$ cat src/alss_pkg.sv
/*
  alss_pkg: constants for the serializer and sync block.
  Assumes one sample clock domain; used as alss_pkg::name, never imported.
*/
// Notes on behaviour
// accepted sync pulse resets decimation and interleave dividers together
// decimate-by-2 emits one code per two samples; phase arbitrary without sync
// filter sync from the sync input is active after reset, no write needed
// controller keeps the pattern align select cleared for filter alignment
// sync pulse is held high at least one sample clock cycle
// with pattern align select set, sync restarts all ramp generators together
// pattern align select set disables divider sync by the pulse
// in interleave mode sync resets the odd/even sampling divider
// non-interleaved: all channels sample on the same edge, sync leaves it alone
// bit clock runs 6x, 5x or 7x for 12x, 10x, 14x; 12x at reset
// 14x serialization is available for averaged or decimated wide words
// 12x: each lane carries its 12-bit word, shared 6x bit clock, 1x frame
// 12x: lane bit rate is twelve times the sample rate
// 10x: only the ten upper bits of each sample are sent
// 10x: lane bit rate is ten times the sample rate
// msb-first and lsb-first bit order both supported per frame
// 2-bit bit clock phase field, reset value binary 10
// separate rise and fall data delay fields, codes 0, 33, 72, 120 ps
// delay and phase encodings behave the same in 10x and 12x
// frame clock edge marks the first serial bit of each word; code gives no edge when a sync lands in the first half of a word
package alss_pkg;
  // register offsets
  localparam logic [7:0] ADDR_CTRL = 8'h00;
  localparam logic [7:0] ADDR_TIMING = 8'h01;
  localparam logic [7:0] ADDR_STATUS = 8'h02;
  // control fields
  localparam int CTRL_SER_LSB = 0;
  localparam int CTRL_MSB_FIRST = 2;
  localparam int CTRL_PAT_ALIGN = 3;
  localparam int CTRL_DECIM = 4;
  localparam int CTRL_INTERLEAVE = 5;
  localparam int CTRL_RAMP = 6;
  // timing fields
  localparam int TIM_PHASE_LSB = 0;
  localparam int TIM_DRISE_LSB = 2;
  localparam int TIM_DFALL_LSB = 4;
  localparam int TIM_CLKDLY_LSB = 6;
  // serialization factor codes
  localparam logic [1:0] SER_12X = 2'h0;
  localparam logic [1:0] SER_10X = 2'h1;
  localparam logic [1:0] SER_14X = 2'h2;
  // bits per word, and bit clock multiples (half of them, ddr)
  localparam logic [3:0] BITS_12X = 4'hc;
  localparam logic [3:0] BITS_10X = 4'ha;
  localparam logic [3:0] BITS_14X = 4'he;
  // reset values
  localparam logic [15:0] CTRL_RESET = 16'h0004;
  localparam logic [15:0] TIMING_RESET = 16'h0002;
  localparam logic [1:0] PHASE_RESET = 2'h2;
  // typical data delays in ps per code
  localparam int DELAY_PS_0 = 0;
  localparam int DELAY_PS_1 = 33;
  localparam int DELAY_PS_2 = 72;
  localparam int DELAY_PS_3 = 120;
  typedef enum logic [2:0] {
    ALSS_IDLE = 3'b001,
    ALSS_ARMED = 3'b010,
    ALSS_HELD = 3'b100
  } alss_sync_type;
endpackage

$ cat src/alss_serializer.sv
/*
  alss_serializer: sync handling and per-lane serializer for an 8-lane adc output.
  Assumes clk is the bit-slot clock: one serial bit (one half of the ddr bit clock)
  per cycle; the sample rate is clk divided by the word length. Samples and the
  sync pin are synchronous to clk. Registers on a plain strobe port.
*/
// The placing of the registers and the address-and-strobe port were left to the implementer.
`timescale 1ns/10ps
module alss_serializer #(
  parameter int LANES = 8,
  parameter int SAMPLE_W = 14
) (
  // clock and reset
  input wire logic clk,
  input wire logic rstn,
  // register port
  input wire logic [7:0] reg_addr,
  input wire logic [15:0] reg_wdata,
  input wire logic reg_write,
  input wire logic reg_read,
  output logic [15:0] reg_rdata,
  // sample input, one word per lane, taken at each frame start (every other one with decimation)
  input wire logic [LANES*SAMPLE_W-1:0] sample_in,
  output logic sample_take,
  // sync pin
  input wire logic sync_in,
  // lvds side
  output logic [LANES-1:0] lane_out,
  output logic bit_clock_out,
  output logic frame_clock_out,
  // per-edge delay codes for the analog output stage
  output logic [1:0] data_rise_delay,
  output logic [1:0] data_fall_delay,
  output logic [1:0] bitclk_edge_delay,
  // interleave sampling select and ramp restart to the converter core
  output logic odd_sample_sel,
  output logic ramp_restart
);
  logic rst_meta_reg, rst_sync_reg;
  logic [15:0] ctrl_reg, timing_reg;
  logic [15:0] rdata_reg;
  logic sync_prev_reg;
  alss_pkg::alss_sync_type sync_state_reg, sync_state_next;
  logic [3:0] slot_reg, slot_next;
  logic decim_reg, inter_reg;
  logic [LANES*SAMPLE_W-1:0] word_reg;
  logic [LANES-1:0] lane_reg;
  logic frame_reg, bclk_reg;
  logic [11:0] ramp_reg;
  logic [7:0] sync_count_reg;

  always_ff @(posedge clk or negedge rstn) begin
    if (!rstn) begin
      rst_meta_reg <= 1'b0;
      rst_sync_reg <= 1'b0;
    end else begin
      rst_meta_reg <= 1'b1;
      rst_sync_reg <= rst_meta_reg;
    end
  end
  wire logic srst_n = rst_sync_reg;

  // decoded controls
  wire logic [1:0] ser_mode = ctrl_reg[alss_pkg::CTRL_SER_LSB +: 2];
  wire logic msb_first = ctrl_reg[alss_pkg::CTRL_MSB_FIRST];
  wire logic pattern_align_select = ctrl_reg[alss_pkg::CTRL_PAT_ALIGN];
  wire logic decim_en = ctrl_reg[alss_pkg::CTRL_DECIM];
  wire logic interleave_en = ctrl_reg[alss_pkg::CTRL_INTERLEAVE];
  wire logic ramp_en = ctrl_reg[alss_pkg::CTRL_RAMP];
  wire logic [1:0] phase_sel = timing_reg[alss_pkg::TIM_PHASE_LSB +: 2];

  // word length per mode; unknown codes fall back to the default 12x
  function automatic logic [3:0] word_bits(input logic [1:0] mode);
    case (mode)
      alss_pkg::SER_10X: word_bits = alss_pkg::BITS_10X;
      alss_pkg::SER_14X: word_bits = alss_pkg::BITS_14X;
      default: word_bits = alss_pkg::BITS_12X;
    endcase
  endfunction

  wire logic [3:0] nbits = word_bits(ser_mode);
  wire logic last_slot = (slot_reg == nbits - 4'h1);
  wire logic sync_rise = sync_in & ~sync_prev_reg;
  // a rising edge counts once; pulse of one cycle is enough
  wire logic sync_accept = (sync_state_reg == alss_pkg::ALSS_IDLE) & sync_rise;
  wire logic div_sync = sync_accept & ~pattern_align_select;
  wire logic pat_sync = sync_accept & pattern_align_select;

  // register port
  wire logic hit_ctrl = reg_addr == alss_pkg::ADDR_CTRL;
  wire logic hit_timing = reg_addr == alss_pkg::ADDR_TIMING;
  wire logic hit_status = reg_addr == alss_pkg::ADDR_STATUS;
  wire logic [15:0] status_word = {sync_count_reg, 3'h0, decim_reg, inter_reg, sync_in, ser_mode};
  wire logic [15:0] rd_mux = hit_ctrl ? ctrl_reg : hit_timing ? timing_reg : hit_status ? status_word : 16'h0000;

  always_ff @(posedge clk or negedge rstn) begin
    if (!rstn) begin
      ctrl_reg <= alss_pkg::CTRL_RESET;
      timing_reg <= alss_pkg::TIMING_RESET;
    end else if (!srst_n) begin
      ctrl_reg <= alss_pkg::CTRL_RESET;
      timing_reg <= alss_pkg::TIMING_RESET;
    end else if (reg_write) begin
      if (hit_ctrl)
        ctrl_reg <= reg_wdata;
      if (hit_timing)
        timing_reg <= reg_wdata;
    end
  end

  always_ff @(posedge clk or negedge rstn) begin
    if (!rstn)
      rdata_reg <= 16'h0000;
    else
      rdata_reg <= reg_read ? rd_mux : 16'h0000;
  end
  assign reg_rdata = rdata_reg;

  // sync edge tracker: wait for the pin to fall before rearming
  always_comb begin
    sync_state_next = sync_state_reg;
    case (sync_state_reg)
      alss_pkg::ALSS_IDLE: if (sync_rise) sync_state_next = alss_pkg::ALSS_HELD;
      alss_pkg::ALSS_HELD: if (!sync_in) sync_state_next = alss_pkg::ALSS_ARMED;
      alss_pkg::ALSS_ARMED: sync_state_next = alss_pkg::ALSS_IDLE;
      default: sync_state_next = alss_pkg::ALSS_IDLE;
    endcase
  end

  // sync with pattern align select clear restarts the frame too, so all lanes start a fresh word together
  // limitation: a sync landing in the first half of a word leaves frame high, so no frame edge
  always_comb begin
    if (div_sync || last_slot || slot_reg >= nbits)
      slot_next = 4'h0;
    else
      slot_next = slot_reg + 4'h1;
  end

  always_ff @(posedge clk or negedge rstn) begin
    if (!rstn) begin
      sync_state_reg <= alss_pkg::ALSS_IDLE;
      sync_prev_reg <= 1'b0;
      slot_reg <= 4'h0;
      decim_reg <= 1'b0;
      inter_reg <= 1'b0;
      sync_count_reg <= 8'h00;
    end else begin
      sync_state_reg <= srst_n ? sync_state_next : alss_pkg::ALSS_IDLE;
      sync_prev_reg <= sync_in;
      slot_reg <= srst_n ? slot_next : 4'h0;
      if (sync_accept)
        sync_count_reg <= sync_count_reg + 8'h01;
      // dividers toggle once per sample; sync forces a known phase
      if (div_sync) begin
        decim_reg <= 1'b0;
        inter_reg <= 1'b0;
      end else if (last_slot) begin
        decim_reg <= decim_en ? ~decim_reg : 1'b0;
        inter_reg <= interleave_en ? ~inter_reg : 1'b0;
      end
    end
  end

  // frame start: load on slot 0; with decimation only every other sample
  wire logic frame_start = (slot_next == 4'h0);
  wire logic load = frame_start & (~decim_en | ~decim_reg);
  assign sample_take = load;
  assign odd_sample_sel = inter_reg & interleave_en;

  always_ff @(posedge clk or negedge rstn) begin
    if (!rstn)
      ramp_reg <= 12'h000;
    else if (pat_sync)
      ramp_reg <= 12'h000;
    else if (load)
      ramp_reg <= ramp_reg + 12'h001;
  end
  assign ramp_restart = pat_sync;

  // next bit index per mode; msb-first counts down, lsb-first up; 10x drops low two
  function automatic logic [3:0] bit_index(input logic [3:0] slot, input logic [3:0] bits,
      input logic msb);
    logic [3:0] base;
    base = (bits == alss_pkg::BITS_10X) ? 4'h2 : 4'h0;
    bit_index = msb ? (base + bits - 4'h1 - slot) : (base + slot);
  endfunction

  wire logic [3:0] next_idx = bit_index(slot_next, nbits, msb_first);
  // 12-bit samples sit in the low bits; 14x words use the full width
  logic [LANES-1:0] lane_next;
  logic [LANES*SAMPLE_W-1:0] word_next;
  always_comb begin
    word_next = load ? sample_in : word_reg;
    for (int i = 0; i < LANES; i++) begin
      if (ramp_en && load)
        word_next[i*SAMPLE_W +: SAMPLE_W] = SAMPLE_W'(ramp_reg);
      lane_next[i] = word_next[i*SAMPLE_W + int'(next_idx)];
    end
  end

  always_ff @(posedge clk or negedge rstn) begin
    if (!rstn) begin
      word_reg <= '0;
      lane_reg <= '0;
      frame_reg <= 1'b0;
      bclk_reg <= 1'b0;
    end else begin
      word_reg <= word_next;
      lane_reg <= lane_next;
      // frame high for the first half of the word, rising on bit 0
      frame_reg <= (slot_next < (nbits >> 1));
      // one ddr bit clock edge per bit slot: nbits/2 periods per sample
      bclk_reg <= frame_start ? 1'b1 : ~bclk_reg;
    end
  end

  assign lane_out = lane_reg;
  assign frame_clock_out = frame_reg;
  // phase 10 puts the bit clock edge centred, as the default; others invert or track
  assign bit_clock_out = phase_sel[1] ? bclk_reg ^ phase_sel[0] : ~(bclk_reg ^ phase_sel[0]);
  assign data_rise_delay = timing_reg[alss_pkg::TIM_DRISE_LSB +: 2];
  assign data_fall_delay = timing_reg[alss_pkg::TIM_DFALL_LSB +: 2];
  assign bitclk_edge_delay = timing_reg[alss_pkg::TIM_CLKDLY_LSB +: 2];
endmodule

$ cat config.mk
export PLATFORM = sky130hd
export DESIGN_NAME = alss_serializer
export DESIGN_NICKNAME = d
export VERILOG_FILES = /design/src/alss_pkg.sv /design/src/alss_serializer.sv
export SDC_FILE = /design/constraint.sdc
export NUM_CORES = 1
export LEC_CHECK = 0
export BUFFER_PORTS_ARGS = -buffer_cell sky130_fd_sc_hd__buf_2
export CAP_MARGIN = 30
export CORE_MARGIN = 2
export CORE_UTILIZATION = 60
export CTS_BUF_LIST = sky130_fd_sc_hd__clkbuf_8
export CTS_CLUSTER_SIZE = 20
export DETAILED_ROUTE_END_ITERATION = 10
export GPL_ROUTABILITY_DRIVEN = 0
export PLACE_DENSITY = 0.83
export SYNTH_ARGS = -nofsm -noshare
export SYNTH_HDL_FRONTEND = slang
export SYNTH_SLANG_ARGS = --single-unit
$ cat constraint.sdc
create_clock -name clk -period 6.4 [get_ports clk]
set_clock_uncertainty 0.1 [all_clocks]
set_input_delay 1.28 -clock clk [delete_from_list [all_inputs] [get_ports clk]]
set_output_delay 1.28 -clock clk [all_outputs]
set_load 0.05 [all_outputs]
==> After elaboration in Yosys (flattened, before gate mapping) <==
Cells that the tools add are included.
{ "op_classes": {"n_addsub": 15, "order_cmp": 10, "eq_ne": 13, "mux": 61, "bitwise_logic": 15, "n_reduce_logical": 10} }
{ "op_table": {"columns": ["op", "count"], "rows": [
  ["$mux 16", 10],
  ["$mux 112", 1],
  ["$mux 14", 8],
  ["$bmux 1 s7", 7],
  ["$add 7x4->8 const A", 3],
  ["$lt 8x8->1 const B", 3],
  ["$mux 12", 2],
  ["$mux 1", 23],
  ["$lt 7x8->1 const B", 2],
  ["$add 6x4->7 const A", 2],
  ["$add 12x1->12 const B", 1],
  ["$mux 4", 3],
  ["$pmux 3 s2", 2],
  ["$mux 3", 3],
  ["$add 2x4->4", 2],
  ["$add 8x1->8 const B", 1],
  ["$eq 8x1->1 const B", 1],
  ["$eq 8x2->1 const B", 1],
  ["$logic_not 8->1", 1],
  ["$lt 4x8->1 const B", 1],
  ["$lt 5x8->1 const B", 1],
  ["$lt 6x8->1 const B", 1],
  ["$sub 4x1->4 const B", 2],
  ["$not 1->1", 7],
  ["25 further kinds", 36]
]} }
{ "totals": {"reg_bits": 202, "inputBits": 141, "output_inout_bits": 35, "wordCells": 140} }

==> Longest topological paths before layout <==
Gate-level depths: netlist of run 1.
{ "depth": {"ltp_word": 14, "depth_mapped": 22, "ltp_nobuf": 22} }

==> Least setup slack after synthesis of run 1 <==
No wires, ideal clock.
{ "synth_path": {"path_type": "input-to-reg", "startpoint": "in sync_in", "endpoint": "reg lane_reg[3], in the netlist lane_out[3]", "setup_time_ns": 0.131, "arrival_time_ns": 4.487, "required_ns": 6.169, "path_slack_ns": 1.681, "cell_stages": 16, "n_path_buf": 2, "cell_sequence": "and4bb_2 > nand2_1 > nand3_1 > nor2_1 > inv_1 > ha_1 > ha_1 > mux2_2 > clkbuf_1 > ha_1 > clkbuf_1 > clkinv_1 > mux4_2 > nand2_1 > nor4bb_1 > nor4_1"} }
{ "synth_between": {"elab_chain_len": 13, "word_cells_on_any_way": 21, "classes_between": "3 x add/sub; 10 x mux; 4 x bitwise; 4 x reduce/logical"} }
{ "synth_lines": {"columns": ["element", "line_no", "rtl"], "rows": [
  ["start: declaration", "alss_serializer.sv:26", "input wire logic sync_in,"],
  ["$and 1x1->1 *", "alss_serializer.sv:83", "wire logic sync_rise = sync_in & ~sync_prev_reg;"],
  ["$and 1x1->1 *", "alss_serializer.sv:85", "wire logic sync_accept = (sync_state_reg == alss_pkg::ALSS_IDLE) & sync_rise;"],
  ["$and 1x1->1 *", "alss_serializer.sv:86", "wire logic div_sync = sync_accept & ~pattern_align_select;"],
  ["$logic_or 1x1->1 * (2 in series)", "alss_serializer.sv:133", "if (div_sync || last_slot || slot_reg >= nbits)"],
  ["$mux 4 *", "alss_serializer.sv:133", null],
  ["parallel branches: the longest is 4 deep, another holds $add 6x4->7", null, null],
  ["$bmux 1 s7 *", "alss_serializer.sv:197", "lane_next[i] = word_next[i*SAMPLE_W + int'(next_idx)];"],
  ["$mux 1 (not written as such) * (2 in series)", "alss_serializer.sv:197", null],
  ["named net lane_next[3]", "alss_serializer.sv:190", "logic [LANES-1:0] lane_next;"],
  ["end signal: assignment", "alss_serializer.sv:209", "lane_reg <= lane_next;"],
  ["end: declaration", "alss_serializer.sv:47", "logic [LANES-1:0] lane_reg;"]
]} }
Mark *: on every way through the listed nets, which the timed path passes. The select of a mux whose other input is x is not followed.
A chain may end at the register's enable or synchronous reset.

==> Worst setup path in the final report of run 1 <==
{ "layout_path": {"startpoint": "reg ctrl_reg[0]", "endpoint": "reg lane_reg[1], in the netlist lane_out[1]"} }
{ "layout_between": {"elab_chain_len": 14, "word_cells_on_any_way": 26, "classes_between": "6 x add/sub; 1 x order compare; 4 x eq/ne; 10 x mux; 1 x bitwise; 4 x reduce/logical"} }
{ "layout_lines": {"columns": ["element", "line_no", "rtl"], "rows": [
  ["start: declaration", "alss_serializer.sv:40", "logic [15:0] ctrl_reg, timing_reg;"],
  ["start signal: assignment", "alss_serializer.sv:98", "ctrl_reg <= alss_pkg::CTRL_RESET;"],
  ["start signal: assignment", "alss_serializer.sv:101", "ctrl_reg <= alss_pkg::CTRL_RESET;"],
  ["start signal: assignment", "alss_serializer.sv:105", "ctrl_reg <= reg_wdata;"],
  ["$eq 2x2->1 / $eq 2x1->1 (equally long branches)", "alss_serializer.sv:74", "case (mode)"],
  ["$pmux 3 s2 *", "alss_serializer.sv:74", null],
  ["parallel branches: the longest is 9 deep, another holds $add 4x4->5", null, null],
  ["$bmux 1 s7 *", "alss_serializer.sv:197", null],
  ["$mux 1 (not written as such) * (2 in series)", "alss_serializer.sv:197", null],
  ["named net lane_next[1]", "alss_serializer.sv:190", null]
]} }
Marks and branches as above.

==> results.cfg, run 1 <==
[finish]
register_area_um2 = 5060
drive_above_1_share = 0.205
final_nets = 1594
final_cells = 1721
antenna_cells = 0
fin_util = 0.704
syn_to_final_growth_pct = 14.1
largest_reg_flops = 112
multiInputGateArea_um2 = 5950
fillerInstances = 1444

[timing]
final_hold_viol_count = 0
setup_viol = 0
worstMarginPinSlew_ps = 1100
fin_crit_sh = 0.835
relSlewSlack = 0.270
max_freq_ghz = 0.187
final.setup.tns_ps = 0
setup_ws_ps = 1060
rsz0062_at_grt = false
slew_violations = 0
period_needed_ps = 5340

[clock_network]
cts_setup_buffers = 0
ctsRootBufferMaster = clkbuf_8
clock_sinks = 202
post_cts_hold_buffer_count = 0
cts_tree = done
cts_buffers = 36
htreeDepth = 2
ctsResizeCount = 0
clk_pin_slew_ps = 60
clkLatencyLatePin_ps = 550
clock_path_buffers = 3

[synthesis]
synth_top_family_by_area = simple AND/OR/NAND/NOR gates
syn-mean-instance-area_um2 = 8.89
synthMuxAreaShare = 0.0891
async_reset_ff_frac = 1.00
syn_area_um2 = 11600
syn_inst = 1306
syn_nets = 1467
ys_ff_latch = 202
synth_edf_count = 0
synth_xor_area_frac = 0.0218
synth_ff_type = dfrtp_1
ys_seq_area_frac = 0.436
synth-simple-area-share = 0.189
synthAdderAreaFrac = 0.0215
ys_types = 69
synth_compound_area_frac = 0.188
yosysWarnings = 0

[power_and_ir_drop]
p_per_area_nw_per_um2 = 301
p_leak_nw = 6.19
ir_drop_uv = 209

[run]
max-cap-violations = 0

[global_routing]
grt_antenna_before_repair = 0
met2_usage = 0.509
grt_remaining_overflow = 0
grt_max_degree = 106
first_global_vias = 10000
grt_first_pass_wirelength_um = 52900
grt_usage = 0.333
grt_busiest_layer = met2
met3_usage = 0.0590
grt_use_met1 = 0.464

[placed_design]
numPortBuffers = 175
dp_hpwl_um = 22900
dp_slack_ps = 914
numPlacedInstances = 1655

[drt]
via_per_inst = 6.17
vias = 10600
firstDrtPassIters = 6
antenna_left = 0
wirelength_um = 33700
wl_per_cell_um = 19.6
drtIter0Drc = 1138
drcViolationCount = 0

[critical_path]
worstReg2RegStart = ctrl_reg[0]
r2r-end = lane_out[1]
reg2reg_setup_slack_ps = 1060
critPathCaptureType = flop
worstPathArrival_ps = 5700
worstSetupStartpointType = flop
cp_max_fo = 16
critical_path_class = reg2reg
reg2reg_depth = 19
worstPathRequired_ps = 6760

[die]
start_util = 0.617
die_x_um = 143
io_pins = 176
die_h_um = 143
num_rows = 50
die_area_um2 = 20500
core_area_um2 = 18800

[worst_hold_path]
holdCritStartpoint = rst_meta_reg
hold_class = reg2reg
min_path_cells = 0
hold_end = rst_sync_reg

[run_status]
status = finished, final reports clean
## report_power, final
| part | switching, mW | internal, mW | total (mW) | leakage, nW |
|---|---|---|---|---|
| Sequential | 0.141 | 1.51 | 1.65 | 2.50 |
| Clock | 0.547 | 0.651 | 1.20 | 0.428 |
| Combinational | 0.708 | 0.430 | 1.14 | 3.26 |
| Total | 1.40 | 2.59 | 3.99 | 6.19 |
## kinds of logic after synthesis
kind of cell    Yosys count
simple gates            499
compound gates          329
flops                   202
buf+inv                 147
mux                      80
xor+xnor                 28
fa+ha+maj                20
other cells               1
## routing by layer
| metal | wire length, µm | vias to the layer above |
|---|---|---|
| li1 | - | 4843 |
| met1 | 13700 | 5047 |
| met2 | 15200 | 624 |
| met3 | 3120 | 108 |
| met4 | 1620 | 0 |
| met5 | 0 | - |
## critical path: stages, from the launching register on
cell,delay [ps]
dfrtp_1,410
inv_1,60
ha_1,360
inv_1,60
ha_1,290
nand2b_1,120
a31o_2,230
nand3_1,110
nor2_1,280
inv_1,110
ha_1,310
ha_1,300
mux2_2,410
ha_1,710
clkinv_1,460
nor2_1,240
o2bb2ai_1,140
a31oi_1,80
mux2_2,300
o211ai_1,150
## synth_stat cells, drive strengths merged, types with 3 or more instances
master / count / area, µm²
a21oi: 59 / 295
a21o: 4 / 30.0
o21ai: 71 / 355
mux2i: 37 / 370
nor3: 9 / 45.0
o211ai: 7 / 52.6
ha: 20 / 250
o2111a: 3 / 33.8
a21boi: 34 / 255
o2111ai: 3 / 26.3
and3: 9 / 56.3
o31ai: 4 / 30.0
dfrtp: 199 / 4980
o22ai: 5 / 31.3
mux2: 27 / 304
xnor2: 17 / 156
and2: 23 / 144
a22oi: 7 / 52.6
buf: 56 / 290
o41ai: 3 / 45.1
inv: 43 / 161
a211o: 3 / 26.3
nand3: 16 / 80.1
nand2: 277 / 1040
nand2b: 5 / 31.3
a311oi: 15 / 138
nor2b: 39 / 244
nor4: 6 / 37.5
a222oi: 11 / 110
nor2: 91 / 342
nand4: 7 / 43.8
a211oi: 26 / 195
xor2: 11 / 96.3
or3: 4 / 25.0
a31oi: 59 / 369
mux4: 16 / 360
clkbuf: 46 / 173
dfstp: 3 / 78.8
## cells in the final DEF, fill, tap and decap left out, types with 3 or more instances in the layout
| cell type | netlist | final |
|---|---|---|
| inv_1 | 42 | 55 |
| xnor2_1 | 16 | 16 |
| a211o_1 | 3 | 3 |
| nand3_1 | 16 | 16 |
| a211oi_1 | 26 | 26 |
| a222oi_1 | 11 | 11 |
| a21boi_0 | 34 | 34 |
| o211ai_1 | 7 | 7 |
| and3_1 | 9 | 9 |
| a311oi_1 | 14 | 14 |
| dfstp_2 | 3 | 3 |
| clkbuf_8 | 0 | 47 |
| o31ai_1 | 4 | 4 |
| clkinv_2 | 0 | 4 |
| nand4_1 | 7 | 7 |
| xor2_1 | 11 | 11 |
| a21oi_1 | 59 | 59 |
| and2_1 | 23 | 23 |
| o2111a_1 | 3 | 3 |
| nor2_1 | 91 | 91 |
| a31oi_1 | 59 | 59 |
| nand2_1 | 277 | 277 |
| nand2b_1 | 5 | 5 |
| mux4_2 | 16 | 16 |
| or3_1 | 4 | 4 |
| ha_1 | 20 | 20 |
| o2111ai_1 | 3 | 3 |
| mux2_2 | 27 | 27 |
| o22ai_1 | 5 | 5 |
| mux2i_1 | 37 | 37 |
| a21o_1 | 4 | 4 |
| o21ai_0 | 70 | 70 |
| nor3_1 | 9 | 9 |
| a22oi_1 | 7 | 7 |
| dfrtp_1 | 199 | 199 |
| nor4_1 | 6 | 6 |
| nor2b_1 | 39 | 39 |
| buf_2 | 34 | 174 |
| buf_4 | 10 | 15 |
## worst max-delay path by stage
stage                startpoint           to  slack [ps]  depth (start not counted)
floorplan               sync_in  lane_out[3]        1680                         16
global placement        sync_in  lane_out[3]        1110                         15
detailed placement      sync_in  lane_out[1]         910                         16
CTS                 ctrl_reg[0]  lane_out[1]        1180                         19
global route        ctrl_reg[1]  lane_out[1]         700                         18
finish              ctrl_reg[0]  lane_out[1]        1060                         19
## through the flow
step,hold slack (ps),power (mW),cell area (µm²)
2_1_floorplan,231,2.44,11600
3_3_place_gp,233,2.74,12500
3_5_place_dp,235,2.78,12500
4_1_cts,270,3.97,13300
5_1_grt,274,4.18,13300
6_report,270,3.99,13300
## area by class of cell
cell class,instances,area share
multi-input combinational,957,0.449
sequential,202,0.382
timing repair buffer,191,0.0767
clock buffer,46,0.0478
tap,260,0.0245
inverter,45,0.0130
clock inverter,20,0.00717
Power figures use the tool's default switching activity.
==> run 2, diff against run 1 <==
- ABC_AREA: default -> 1
- CORE_UTILIZATION: 60 -> 54
- PLACE_DENSITY: 0.83 -> 0.79
- clock period: 6.4 -> 4.9 ns (I/O delays scaled with it)
==> results.cfg, run 2 <==
[finish]
final_nets = 1969
final_cell_mix = nand2_1 (519), nand3_1 (288), dfrtp_1 (199), inv_1 (194), buf_2 (174)
drive_above_1_share = 0.165
fillerInstances = 1935
largest_reg_flops = 112
syn_to_final_growth_pct = 15.8
final_cells = 2114
final_common_cell = nand2_1
antenna_cells = 0

[synthesis]
netlist.area_leader.share = 0.420
ys_ff_latch = 202
yosysWarnings = 0
synth_edf_count = 0
syn-mean-instance-area_um2 = 7.13
syn_inst = 1662
synth_area_leaders = dfrtp_1 (42%), nand2_1 (16%), nand3_1 (12%), inv_1 (5.9%), nand4_1 (4.2%)
yosys.area.top_type = dfrtp_1
ys_seq_area_frac = 0.427
synth_ff_type = dfrtp_1
ys_types = 44
async_reset_ff_frac = 1.00
syn_area_um2 = 11800
syn_nets = 1823
synth.most_common_cell = nand2_1
synthTopCellsByCount = nand2_1 (519), nand3_1 (288), dfrtp_1 (199)

[drt]
firstDrtPassIters = 8
vias = 11900
wirelength_um = 35400
antenna_left = 0
via_per_inst = 5.65
drcViolationCount = 0
wl_per_cell_um = 16.8
drtIter0Drc = 1490

[global_routing]
grt_antenna_before_repair = 0
first_global_vias = 11400
grt_max_degree = 87
grt_first_pass_wirelength_um = 57500
grt_usage = 0.303
grt_remaining_overflow = 0

[timing]
max_freq_ghz = 0.236
setup_viol = 0
period_needed_ps = 4240
slew_violations = 0
worstMarginPinSlew_ps = 883
final.setup.tns_ps = 0
hold_slack_ps = 255
final_hold_viol_count = 0
rsz0062_at_grt = false
relSlewSlack = 0.410
fin_crit_sh = 0.866

[critical_path]
critPathCaptureType = output port
critical_path_class = reg2out
r2r-end = lane_out[5]
critPathTopFamily = simple AND/OR/NAND/NOR gates
worstPathArrival_ps = 3160
path_buf_inv = 5
worstReg2RegStart = ctrl_reg[0]
worstPathRequired_ps = 3820
cp_max_fo = 10
critPathMaxStageDelay_ps = 410
cpMostUsedCell = inv_1
crit_chain = inv_1 > ha_1 > inv_1 > ha_1 > nor2_1 > inv_1 > nor2_2 > nand2_2 > nand3_4 > inv_2 > o21ai_4 > nand2_4 > nor2_4 > buf_2
worstSetupStartpointType = flop
reg2reg_setup_slack_ps = 750
crit_path_top_delay_cell = dfrtp_1
reg2reg_depth = 23

[run_status]
status = finished, final reports clean

[power_and_ir_drop]
p_total_mw = 8.21
ir_drop_uv = 273
p_per_area_nw_per_um2 = 599
p_leak_nw = 7.63

[placed_design]
dp_hpwl_um = 24300
numPortBuffers = 175
numPlacedInstances = 2050

[clock_network]
ctsResizeCount = 0
ctsRootBufferMaster = clkbuf_8
clkLatencyLatePin_ps = 540
clock_sinks = 202
cts_tree = done
htreeDepth = 2
cts_buffers = 36
cts_setup_buffers = 0
clk_pin_slew_ps = 60
clock_path_buffers = 3
post_cts_hold_buffer_count = 0

[run]
max-cap-violations = 0

[worst_hold_path]
hold_class = reg2reg
hold_end = rst_sync_reg
holdCritStartpoint = rst_meta_reg
min_path_cells = 0

[die]
core_area_um2 = 21700
io_pins = 176
start_util = 0.546
die_h_um = 152
num_rows = 54
die_x_um = 152
die_area_um2 = 23100
run 2: cell count changes after synthesis, moves of 27 or more:
cell,before,now
mux2_2,27,0
a21oi_1,59,27
nand4_1,7,80
nand2_1,277,519
mux2i_1,37,1
nand3_1,16,288
inv_1,42,186
nor2b_1,39,0
a21boi_0,34,0
a31oi_1,59,8
run 2: cells by family after synthesis:
kind of cell / after synthesis / share of synthesized area
buf+inv: 298 / 0.104
mux: 1 / 0.000845
other cells: 1 / 0.000317
xor+xnor: 15 / 0.0111
simple gates: 991 / 0.371
compound gates: 134 / 0.0644
flops: 202 / 0.427
fa+ha+maj: 20 / 0.0211
run 2: metal layers:
| metal | up-vias | wire length (µm) | GRT usage |
|---|---|---|---|
| met3 | 108 | 3420 | 0.0619 |
| met4 | 0 | 1360 | 0.128 |
| met1 | 5522 | 14600 | 0.414 |
| met2 | 642 | 16100 | 0.472 |
| li1 | 5677 | - | - |
| met5 | - | 0 | 0 |
run 2: where the power goes:
| part | total (mW) | switching, mW | internal [mW] |
|---|---|---|---|
| registers | 2.48 | 0.233 | 2.25 |
| logic | 4.07 | 2.76 | 1.31 |
| clock network | 1.67 | 0.738 | 0.927 |
run 2: layout make-up:
type | instances | area (µm²) | share of cell area
repair buffers | 215 | 1230 | 0.0900
inverters | 191 | 717 | 0.0523
clock buffers | 44 | 606 | 0.0441
flip-flops and latches | 202 | 5060 | 0.369
well taps | 280 | 350 | 0.0255
multi-input cells | 1162 | 5600 | 0.408
clock inverters | 20 | 154 | 0.0112
run 2: stage by stage:
step                      setup WS [ps]   util  cell area (µm²)
after floorplan                     572      -            11800
after global placement              928  0.598            13000
after detailed placement            774  0.598            13000
after CTS                           650  0.633            13700
after global routing                427  0.633            13700
final                               659  0.633            13700
run 2: worst reg2reg max path, delay by kind of cell (launching register included):
kind                     cells  cell delay [ps]
flip-flops                   1              410
buffers and inverters        4              630
AND/OR/NAND/NOR             13             1190
AO/OA/AOI/OAI                1              170
adder cells (fa/ha/maj)      5             1530
run 2: how the worst max path moves through the flow:
stage	start	endpoint	cells after the start
2_1_floorplan	ctrl_reg[0]	lane_out[1]	24
3_3_place_gp	ctrl_reg[0]	lane_out[5]	23
3_5_place_dp	ctrl_reg[0]	lane_out[5]	23
4_1_cts	ctrl_reg[0]	sample_take	14
5_1_grt	ctrl_reg[0]	lane_out[5]	22
6_report	ctrl_reg[0]	sample_take	14
==> run 3, diff against run 2 <==
- CORE_UTILIZATION: 54 -> 60
- PLACE_DENSITY: 0.79 -> 0.83
- clock period: 4.9 -> 4.1 ns (I/O delays scaled with it)
==> results.cfg, run 3 (synthesis gave the netlist of run 2 again) <==
[power_and_ir_drop]
ir_drop_uv = 334
p_leak_nw = 7.71
p_total_mw = 9.93
p_per_area_nw_per_um2 = 716

[critical_path]
cpMostUsedCell = inv_1
path_buf_inv = 5
critPathCaptureType = output port
cp_max_fo = 10
worstPathArrival_ps = 3090
worstSetupStartpointType = flop
critical_path_class = reg2out
worstPathRequired_ps = 3180
critPathMaxStageDelay_ps = 380
crit_path_top_delay_cell = dfrtp_1
critPathTopFamily = simple AND/OR/NAND/NOR gates
crit_chain = inv_1 > ha_4 > inv_1 > ha_1 > nor2_1 > inv_1 > nor2_2 > nand2_2 > nand3_4 > inv_2 > o21ai_4 > nand2_4 > nor2_4 > buf_4

[finish]
final_nets = 1988
syn_to_final_growth_pct = 17.0
final_common_cell = nand2_1
fin_util = 0.715
final_cell_mix = nand2_1 (518), nand3_1 (288), dfrtp_1 (199), inv_1 (194), buf_2 (173)
finalInstanceArea_um2 = 13900
largest_reg_flops = 112
drive_above_1_share = 0.176

[die]
die_area_um2 = 20900
start_util = 0.611
io_pins = 176
core_area_um2 = 19400
die_x_um = 145
num_rows = 51
die_h_um = 145

[clock_network]
clkLatencyLatePin_ps = 530
clock_path_buffers = 3
clk_pin_slew_ps = 60
clock_sinks = 202
ctsRootBufferMaster = clkbuf_8
post_cts_hold_buffer_count = 0
cts_tree = done
htreeDepth = 2
cts_buffers = 34

[placed_design]
numPortBuffers = 175
placed_cell_area_um2 = 13000
dp_hpwl_um = 24700
dp_slack_ps = 38.5

[timing]
worstMarginPinSlew_ps = 869
setup_viol = 0
slew_violations = 0
relSlewSlack = 0.420
fin_crit_sh = 0.979
setup_ws_ps = 87.7
max_freq_ghz = 0.249
period_needed_ps = 4010
final_hold_viol_count = 0

[drt]
vias = 12200
via_per_inst = 5.78
wl_per_cell_um = 16.9
firstDrtPassIters = 8
wirelength_um = 35900
drtIter0Drc = 1407
drcViolationCount = 0
antenna_left = 0

[global_routing]
grt_usage = 0.344
grt_first_pass_wirelength_um = 56300
grt_max_degree = 105
grt_antenna_before_repair = 1
first_global_vias = 11500
grt_remaining_overflow = 0

[run_status]
status = finished, final reports clean

[worst_hold_path]
hold_class = reg2reg

[run]
max-cap-violations = 0
==> run 3: cell types whose count changed in the layout (fill, tap and decap cells not counted), sizes merged <==
cell	change
diode	+1
buf	+20
bufinv	-2
clkinvlp	+2
inv	-1
==> run 3: worst reg2reg max path, delay by kind of cell (launching register included) <==
family	cells	cell delay, ps
xor+xnor	2	480
fa+ha+maj	4	1040
buf+inv	4	510
flops	1	430
simple gates	13	1270
==> run 3: through the flow <==
| step | hold WS [ps] | setup TNS (ps) | instances |
|---|---|---|---|
| final | 255 | 0 | 2119 |
| after global placement | 232 | 0 | 2046 |
| after detailed placement | 246 | 0 | 2046 |
| after CTS | 260 | 0 | 2108 |
| after global routing | 265 | -216 | 2119 |
| after floorplan | 231 | 0 | 1662 |
==> run 3: final timing paths <==
path / depth (start not counted) / from / slack [ps] / end
worst min register to register: 0 / rst_meta_reg / 250 / rst_sync_reg
worst max-delay path: 14 / ctrl_reg[0] / 90 / sample_take
max in group asynchronous: 2 / rstn / 2720 / timing_reg[1]
worst min-delay path: 0 / rst_meta_reg / 250 / rst_sync_reg
min in group asynchronous: 1 / rstn / 260 / frame_clock_out
worst max register to register: 23 / ctrl_reg[1] / 190 / lane_out[3]
==> run 3: per-layer routing <==
layer	vias to the layer above	wire [µm]	track usage
met3	125	3980	0.0669
met4	0	1520	0.151
met5	-	0	0
met1	5641	14200	0.461
met2	751	16200	0.547
li1	5732	-	-
==> run 3: where the power goes <==
part           internal [mW]  switching, mW  total, mW
clock network          0.971          0.854       1.82
logic                   1.71           3.43       5.15
registers               2.68          0.279       2.96
==> run 3: final cells by class <==
type	count	area [µm²]
clock inverter	18	86.3
inverter	191	721
sequential	202	5060
fill	1570	5530
tap	265	332
timing repair inverter	1	5.00
clock buffer	44	606
antenna	1	2.50
timing repair buffer	235	1420
multi-input combinational	1162	5640
==> run 3: timing repair <==
action,in CTS,in global routing
endpoints found under the setup margin,1,9
pin swaps,0,3
cloned,0,1
setup buffers,0,9
gates resized for setup,1,13
